### src/include/drsr_pkg.sv
package drsr_pkg;

    // ------------------------------------------------------------
    // bank, postponement and NOP counts
    // ------------------------------------------------------------
    localparam int NUM_BANKS     = 8;
    localparam int BANK_W        = 3;
    localparam int MAX_POSTPONE  = 8;
    localparam int CREDIT_W      = 5;
    localparam int NOP_COUNT     = 2;

    // ------------------------------------------------------------
    // timing, in ns and us, and derived cycles of the 40 ns mclk
    // ------------------------------------------------------------
    localparam int MCLK_PERIOD_NS   = 40;
    localparam int RFC_AB_NS        = 130;
    localparam int RFC_PB_NS        = 60;
    localparam int RFC_AB_CYC       =
        (RFC_AB_NS + MCLK_PERIOD_NS - 1) / MCLK_PERIOD_NS;
    localparam int RFC_PB_CYC       =
        (RFC_PB_NS + MCLK_PERIOD_NS - 1) / MCLK_PERIOD_NS;
    localparam int SREF_RES_US      = 15;
    localparam int SREF_RES_CYC     =
        (SREF_RES_US * 1000) / MCLK_PERIOD_NS;
    localparam int CNT_W            = 16;

    typedef struct packed {
        logic       cs_n;
        logic [3:0] ca;
    } drsr_cmd_s;

    typedef struct packed {
        logic             in_self_refresh;
        logic             receivers_on;
        logic             refresh_busy;
        logic [BANK_W-1:0] bank_ptr;
    } drsr_stat_s;

    typedef enum logic [1:0] {
        ST_ACTIVE = 2'b00,
        ST_SR_NOP = 2'b01,
        ST_SR     = 2'b10,
        ST_SR_EXIT = 2'b11
    } drsr_state_e;

endpackage : drsr_pkg

### src/rtl/drsr_refresh.sv
`timescale 1ns/10ps
module drsr_refresh
    import drsr_pkg::*;
#(
    parameter int SREF_RES_CYCLES = SREF_RES_CYC
) (
    // clock and reset
    input  wire logic              mclk,
    input  wire logic              rst,
    // memory-side pins
    input  wire logic              mem_clk,
    input  wire logic              cke,
    input  wire drsr_pkg::drsr_cmd_s cmd,
    // status
    output drsr_pkg::drsr_stat_s   stat,
    output logic                   refresh_pulse,
    output logic [BANK_W-1:0]      refresh_bank,
    output logic                   refresh_all,
    output logic                   int_clk_en
);
    import drsr_pkg::*;

    // ------------------------------------------------------------
    // pin synchronisers and link clock edge
    // ------------------------------------------------------------
    logic [2:0] clk_sync_q;
    logic [1:0] cke_sync_q;
    drsr_cmd_s  cmd_s1_q;
    drsr_cmd_s  cmd_s2_q;
    logic       cke_prev_q;
    logic       clk_rise;
    logic       cke_now;

    always_ff @(posedge mclk or posedge rst) begin
        if (rst) begin
            clk_sync_q <= 3'h0;
            cke_sync_q <= 2'h0;
            cmd_s1_q   <= '1;
            cmd_s2_q   <= '1;
        end else begin
            clk_sync_q <= {clk_sync_q[1:0], mem_clk};
            cke_sync_q <= {cke_sync_q[0], cke};
            cmd_s1_q   <= cmd;
            cmd_s2_q   <= cmd_s1_q;
        end
    end

    assign clk_rise = clk_sync_q[1] & ~clk_sync_q[2];
    assign cke_now  = cke_sync_q[1];

    always_ff @(posedge mclk or posedge rst) begin
        if (rst) begin
            cke_prev_q <= 1'b0;
        end else if (clk_rise) begin
            cke_prev_q <= cke_now;
        end
    end

    // ------------------------------------------------------------
    // command decode
    // ------------------------------------------------------------
    drsr_state_e state_q;
    logic        is_ref_code;
    logic        ref_cmd;
    logic        sr_entry;
    logic        sr_exit;

    assign is_ref_code = ~cmd_s2_q.cs_n & ~cmd_s2_q.ca[0]
                         & ~cmd_s2_q.ca[1] & cmd_s2_q.ca[2];
    assign ref_cmd  = clk_rise && state_q == ST_ACTIVE
                      && cke_now && cke_prev_q && is_ref_code;
    assign sr_entry = clk_rise && state_q == ST_ACTIVE
                      && !cke_now && cke_prev_q && is_ref_code;
    assign sr_exit  = clk_rise && state_q == ST_SR && cke_now;

    // ------------------------------------------------------------
    // self-refresh state
    // ------------------------------------------------------------
    logic [CNT_W-1:0] sr_cnt_q;
    logic [1:0]       nop_cnt_q;
    logic             int_ref_done_q;

    always_ff @(posedge mclk or posedge rst) begin
        if (rst) begin
            state_q   <= ST_ACTIVE;
            nop_cnt_q <= 2'h0;
        end else begin
            case (state_q)
                ST_ACTIVE: begin
                    if (sr_entry) begin
                        state_q   <= ST_SR_NOP;
                        nop_cnt_q <= 2'h0;
                    end
                end
                ST_SR_NOP: begin
                    if (clk_rise) begin
                        nop_cnt_q <= nop_cnt_q + 2'h1;
                        if (nop_cnt_q == 2'(NOP_COUNT - 1)) begin
                            state_q <= ST_SR;
                        end
                    end
                end
                ST_SR: begin
                    if (sr_exit) begin
                        state_q <= ST_SR_EXIT;
                    end
                end
                ST_SR_EXIT: begin
                    if (int_ref_done_q) begin
                        state_q <= ST_ACTIVE;
                    end
                end
                default: begin
                    state_q <= ST_ACTIVE;
                end
            endcase
        end
    end

    // internal timer runs on mclk, independent of the link clock
    logic int_ref_fire;

    assign int_ref_fire = (state_q == ST_SR || state_q == ST_SR_NOP)
                          && !int_ref_done_q
                          && sr_cnt_q == CNT_W'(RFC_AB_CYC);

    always_ff @(posedge mclk or posedge rst) begin
        if (rst) begin
            sr_cnt_q       <= '0;
            int_ref_done_q <= 1'b0;
        end else if (state_q == ST_ACTIVE) begin
            sr_cnt_q       <= '0;
            int_ref_done_q <= 1'b0;
        end else begin
            if (sr_cnt_q != CNT_W'(SREF_RES_CYCLES)) begin
                sr_cnt_q <= sr_cnt_q + CNT_W'(1);
            end
            if (int_ref_fire) begin
                int_ref_done_q <= 1'b1;
            end
        end
    end

    // ------------------------------------------------------------
    // refresh execution and bank counter
    // ------------------------------------------------------------
    logic [BANK_W-1:0] bank_q;
    logic [2:0]        busy_q;

    always_ff @(posedge mclk or posedge rst) begin
        if (rst) begin
            bank_q <= '0;
        end else if (sr_exit || (ref_cmd && cmd_s2_q.ca[3])) begin
            bank_q <= '0;
        end else if (ref_cmd) begin
            bank_q <= bank_q + BANK_W'(1);
        end
    end

    always_ff @(posedge mclk or posedge rst) begin
        if (rst) begin
            refresh_pulse <= 1'b0;
            refresh_all   <= 1'b0;
            refresh_bank  <= '0;
        end else begin
            refresh_pulse <= ref_cmd | int_ref_fire;
            if (ref_cmd || int_ref_fire) begin
                refresh_all  <= int_ref_fire | cmd_s2_q.ca[3];
                refresh_bank <= int_ref_fire ? '0 : bank_q;
            end
        end
    end

    always_ff @(posedge mclk or posedge rst) begin
        if (rst) begin
            busy_q <= 3'h0;
        end else if (ref_cmd || int_ref_fire) begin
            busy_q <= (int_ref_fire || cmd_s2_q.ca[3])
                      ? 3'(RFC_AB_CYC) : 3'(RFC_PB_CYC);
        end else if (busy_q != 3'h0) begin
            busy_q <= busy_q - 3'h1;
        end
    end

    assign int_clk_en = (state_q == ST_ACTIVE || state_q == ST_SR_NOP
                         || state_q == ST_SR_EXIT);
    assign stat = '{in_self_refresh: (state_q != ST_ACTIVE),
                    receivers_on:    (state_q != ST_SR) | cke_now,
                    refresh_busy:    (busy_q != 3'h0),
                    bank_ptr:        bank_q};

    // ------------------------------------------------------------
    // assertions
    // ------------------------------------------------------------
    a_bank_wraps: assert property (@(posedge mclk) disable iff (rst)
        ref_cmd && !cmd_s2_q.ca[3] && bank_q == 3'h7 |=> bank_q == 3'h0)
        else $error("bank counter did not wrap");
    a_allbank_resets: assert property (@(posedge mclk) disable iff (rst)
        ref_cmd && cmd_s2_q.ca[3] |=> bank_q == 3'h0)
        else $error("all-bank refresh left bank counter");
    a_entry_decode: assert property (@(posedge mclk) disable iff (rst)
        sr_entry |=> state_q == ST_SR_NOP)
        else $error("self-refresh entry missed");
    a_internal_ref: assert property (@(posedge mclk) disable iff (rst)
        $rose(state_q == ST_SR_NOP) |-> ##[1:8] refresh_pulse && refresh_all)
        else $error("no internal refresh in residency");
    a_stays_sref: assert property (@(posedge mclk) disable iff (rst)
        state_q == ST_SR && !cke_now |=> state_q == ST_SR)
        else $error("left self-refresh with cke low");
    a_exit_clears: assert property (@(posedge mclk) disable iff (rst)
        sr_exit |=> bank_q == 3'h0)
        else $error("exit did not clear bank counter");
    a_ignore_cmds: assert property (@(posedge mclk) disable iff (rst)
        state_q == ST_SR |-> !ref_cmd)
        else $error("command taken in self-refresh");
    a_busy_time: assert property (@(posedge mclk) disable iff (rst)
        ref_cmd && cmd_s2_q.ca[3] |=> busy_q == 3'(RFC_AB_CYC))
        else $error("all-bank busy time wrong");
    a_clock_gated: assert property (@(posedge mclk) disable iff (rst)
        state_q == ST_SR |-> !int_clk_en)
        else $error("internal clock not gated");

    c_ref_ab: cover property (@(posedge mclk) ref_cmd && cmd_s2_q.ca[3]);
    c_ref_pb: cover property (@(posedge mclk) ref_cmd && !cmd_s2_q.ca[3]);
    c_sr_in:  cover property (@(posedge mclk) sr_entry);
    c_sr_out: cover property (@(posedge mclk) sr_exit);

endmodule : drsr_refresh

### config.mk
export PLATFORM = sky130hd
export DESIGN_NAME = drsr_refresh
export DESIGN_NICKNAME = d
export VERILOG_FILES = /design/src/include/drsr_pkg.sv /design/src/rtl/drsr_refresh.sv
export SDC_FILE = /design/constraint.sdc
export NUM_CORES = 1
export LEC_CHECK = 0
export BUFFER_PORTS_ARGS = -buffer_cell sky130_fd_sc_hd__buf_2
export CORE_ASPECT_RATIO = 0.8
export CORE_MARGIN = 5
export CORE_UTILIZATION = 55
export CTS_CLUSTER_SIZE = 8
export DETAILED_ROUTE_END_ITERATION = 8
export GPL_ROUTABILITY_DRIVEN = 0
export HOLD_SLACK_MARGIN = 0.08
export PLACE_DENSITY_LB_ADDON = 0.1
export SYNTH_ARGS = -nofsm -noshare
export SYNTH_HDL_FRONTEND = slang
export SYNTH_SLANG_ARGS = --single-unit
### constraint.sdc
create_clock -name mclk -period 5.3 [get_ports mclk]
set_input_delay 0 -clock mclk [delete_from_list [all_inputs] [get_ports mclk]]
set_output_delay 0 -clock mclk [all_outputs]
set_load 0.1 [all_outputs]
==> metrics.csv <==
stage,metric,value,unit
status,status,"finished, final reports clean",
critical_path,worst stage delay on the critical path,790,ps
grt,initial antenna violation count,0,
grt,gr usage total,17.8,%
synthesis,number of synthesized flops with an enable pin,0,
grt,vias in the first global route,1541,
pwr,Comb power frac,37.6,%
cts,later-pin clock latency in the skew report,290,ps
route,Pre-antenna DRT Iters,4,
route,drt total wl,4.19,mm
synthesis,Async SR Flop Fraction,100,%
cts,TritonCTS clock tree,built,
route,post-DR wirelength/cell,14.2,um
cts,CTS Buffer Depth,2,
synthesis,Unique masters post-synth,44,
floorplan,DIE HEIGHT,67.1,um
pwr,Leak,1.24,nW
synthesis,cell area after synthesis,2240,sq um
finish,share of layout cells above drive strength 1,20.0,%
grt,GR Overflow Total,0,
floorplan,I/O Pins,21,
timing,maximum clock frequency,364,MHz
synthesis,"area leader, netlist",dfrtp_1,
timing,RSZ-0062 raised after global routing,false,
pwr,Sequential Power Share,35.6,%
timing,"Hold Violations, Final",0,
synthesis,Most used DFF post-synth,dfrtp_1,
synthesis,Ys Warns,0,
floorplan,die width,81.3,um
timing,crit share post-route,51.9,%
flow_run,max_cap viols,0,
synthesis,syn avg cell area,10.8,sq um
pwr,peak supply drop,0.000293,V
finish,Multi-input gate area,942,sq um
cts,CTS sink count,48,
synthesis,Mapped Cells,207,
critical_path,slowest CP cell,nor4_1,
floorplan,Core Area,3850,sq um
critical_path,CP top delay family,simple AND/OR/NAND/NOR gates,
timing,max_slew headroom,35.9,%
timing,worst-margin pin slew,953,ps
timing,setup violators final,0,
finish,Diodes inserted,0,
route,Vias/cell,5.45,
pwr,switching share of total power,37.4,%
synthesis,largest cells by area after synthesis,"dfrtp_1 42%, dfstp_2 12%, ha_1 6.7%",
timing,Setup Total Neg Slack,0,ps
cts,H-tree levels,2,
route,Detail Route Antenna Nets,0,
critical_path,worst path required time,5520,ps
cts,clk slew on worst S/H paths,80,ps
floorplan,die area,5460,sq um
grt,largest net degree at the start of global routing,49,
critical_path,critical-path maximum fanout,23,
cts,Root Driver,clkbuf_8,
route,vias post-DR,1607,
critical_path,arrival time worst endpoint,2970,ps
critical_path,critical path cell sequence,"inv_1, ha_1, nand4bb_1, nor4_1, a31oi_1, o21ai_0",
synthesis,sequential area share after synthesis,54.2,%
pwr,PnR Total Power,1.32,mW
synthesis,Yosys reg bits,48,
pwr,clock share of power,26.8,%
finish,Post-layout nets,260,
synthesis,post-synth top area share,42.5,%
critical_path,Crit. End Element,flop,
pwr,power density cells,499,nW/um^2
critical_path,critical path launch point type,flop,
critical_path,Setup CP Type,flop to flop,
placement,DPL Wire Length,3.06,mm
route,Iteration-0 DRC Markers,105,
placement,IO Port Bufs,20,
finish,P&R area growth vs syn,17.8,%
cts,post-CTS setup buffers,0,
grt,first-pass GRT wire length,7.36,mm
floorplan,Initial Util,58.1,%
cts,TritonCTS Buffers,5,
timing,"Slew Viols, Final",0,
critical_path,CP Buf/Inv Count,1,
finish,FILL cells,325,
timing,clk_skew,5.06,ps
finish,Sequential Area,1210,sq um
cts,Resized cells post-CTS,0,
synthesis,syn nets,228,
route,# DRC,0,
hold_path,Worst Hold Class,input pin to flop,
timing,Final min period,2750,ps
floorplan,row count,20,
pwr,sw power,0.493,mW
pwr,Int Pwr,0.824,mW
-- final cells by class --
cell class                 count  area share, %
sequential                    48           46.0
multi-input combinational    137           35.7
timing repair buffer          29           7.11
clock inverter                 3           3.41
clock buffer                   5           2.61
tap                           55           2.61
inverter                      18           2.56
-- flip-flops by register name (all words and copies together) (netlist names), 2 cells and up --
| signal | flops |
|---|---|
| sr_cnt_q | 16 |
| cmd_s1_q | 5 |
| cmd_s2_q | 5 |
| bank_q | 3 |
| busy_q | 3 |
| clk_sync_q | 3 |
| refresh_bank | 3 |
| cke_sync_q | 2 |
| nop_cnt_q | 2 |
| state_q | 2 |
-- layer usage --
layer  share of wire (%)  global-route usage, %  up-vias
met5                   0                      0        -
met4                0.64                   4.01        0
met3                 5.5                   4.46        4
met2                  48                   28.8       42
met1                  46                   24.0      791
li1                    -                      -      770
-- through the flow --
stage / util (%) / worst slack [ps] / instance area (sq um) / hold WS, ps / cells
after CTS: 68.5 / 2580 / 2640 / 333 / 295
after global placement: 62.3 / 2840 / 2400 / 105 / 279
after detailed placement: 62.3 / 2600 / 2400 / 106 / 279
final: 68.5 / 2550 / 2640 / 337 / 295
after floorplan: - / 3200 / 2240 / 4.48 / 207
after global routing: 68.5 / 2320 / 2640 / 329 / 295
-- power groups by stage --
stage	Combinational [mW]	Clock [mW]	Sequential (mW)
2_1_floorplan	0.358	0	0.507
3_3_place_gp	0.468	0	0.471
3_5_place_dp	0.492	0	0.477
4_1_cts	0.501	0.358	0.470
5_1_grt	0.545	0.376	0.478
6_report	0.495	0.352	0.469
-- cell families after synthesis --
family	count (synthesis)	synth area share [%]
AO/OA/AOI/OAI	23	6.93
XOR/XNOR	9	3.52
adder cells (fa/ha/maj)	12	6.70
buffers and inverters	22	3.74
flip-flops	48	54.2
multiplexers	10	4.86
AND/OR/NAND/NOR	83	20.1
-- worst register-to-register path, cell delays in order (launching register included) --
cell	delay (ps)
dfrtp_1	410
inv_1	160
ha_1	690
nand4bb_1	300
nor4_1	790
a31oi_1	170
o21ai_0	160
-- timing repair --
action,in CTS,in global routing
hold buffers,8,0
hold endpoints to repair,45,0
endpoints found under the setup margin,0,0
-- synth_stat cells (all sizes together) (3+ instances only) --
cell / count
dfrtp: 38
nor2: 22
inv: 18
nand2: 15
ha: 12
dfstp: 10
xnor2: 8
mux2i: 6
nand2b: 6
nor4: 6
a21oi: 5
nand3: 5
o21ai: 5
mux2: 4
nor2b: 4
nor3: 4
or3: 4
nand4: 3
-- cell usage in the layout (no fill, tap or decap), types with 2 or more instances in the layout --
| cell type | count |
|---|---|
| o31ai_1 | 2 |
| a22o_1 | 2 |
| and2_1 | 2 |
| nor2b_1 | 3 |
| dfrtp_1 | 38 |
| ha_1 | 12 |
| buf_2 | 20 |
| clkbuf_8 | 5 |
| nand3_1 | 5 |
| mux2i_1 | 6 |
| dlygate4sd3_1 | 8 |
| a21oi_1 | 5 |
| nand2_1 | 15 |
| dfstp_2 | 10 |
| nor2_1 | 22 |
| nand2b_1 | 6 |
| or4_1 | 2 |
| or3_1 | 4 |
| inv_1 | 17 |
| xnor2_1 | 8 |
| bufinv_16 | 3 |
| or2_2 | 2 |
| o211ai_1 | 2 |
| o21ai_0 | 5 |
| mux2_2 | 3 |
| nor3_1 | 4 |
| nand4_1 | 3 |
| nor4_1 | 6 |
| and4_1 | 2 |
-- worst paths after layout --
kind | startpoint | to | slack, ps | cells past startpoint
worst max-delay path | state_q[0] | bank_q[2] | 2550 | 6
worst min-delay path | mem_clk | clk_sync_q[0] | 340 | 2
worst max register to register | state_q[0] | bank_q[2] | 2550 | 6
worst min register to register | cmd_s1_q[1] | cmd_s2_q[1] | 360 | 0
max in group asynchronous | rst | cmd_s2_q[3] | 4540 | 4
min in group asynchronous | rst | nop_cnt_q[1] | 380 | 4
(Power assumes the default switching activity.)
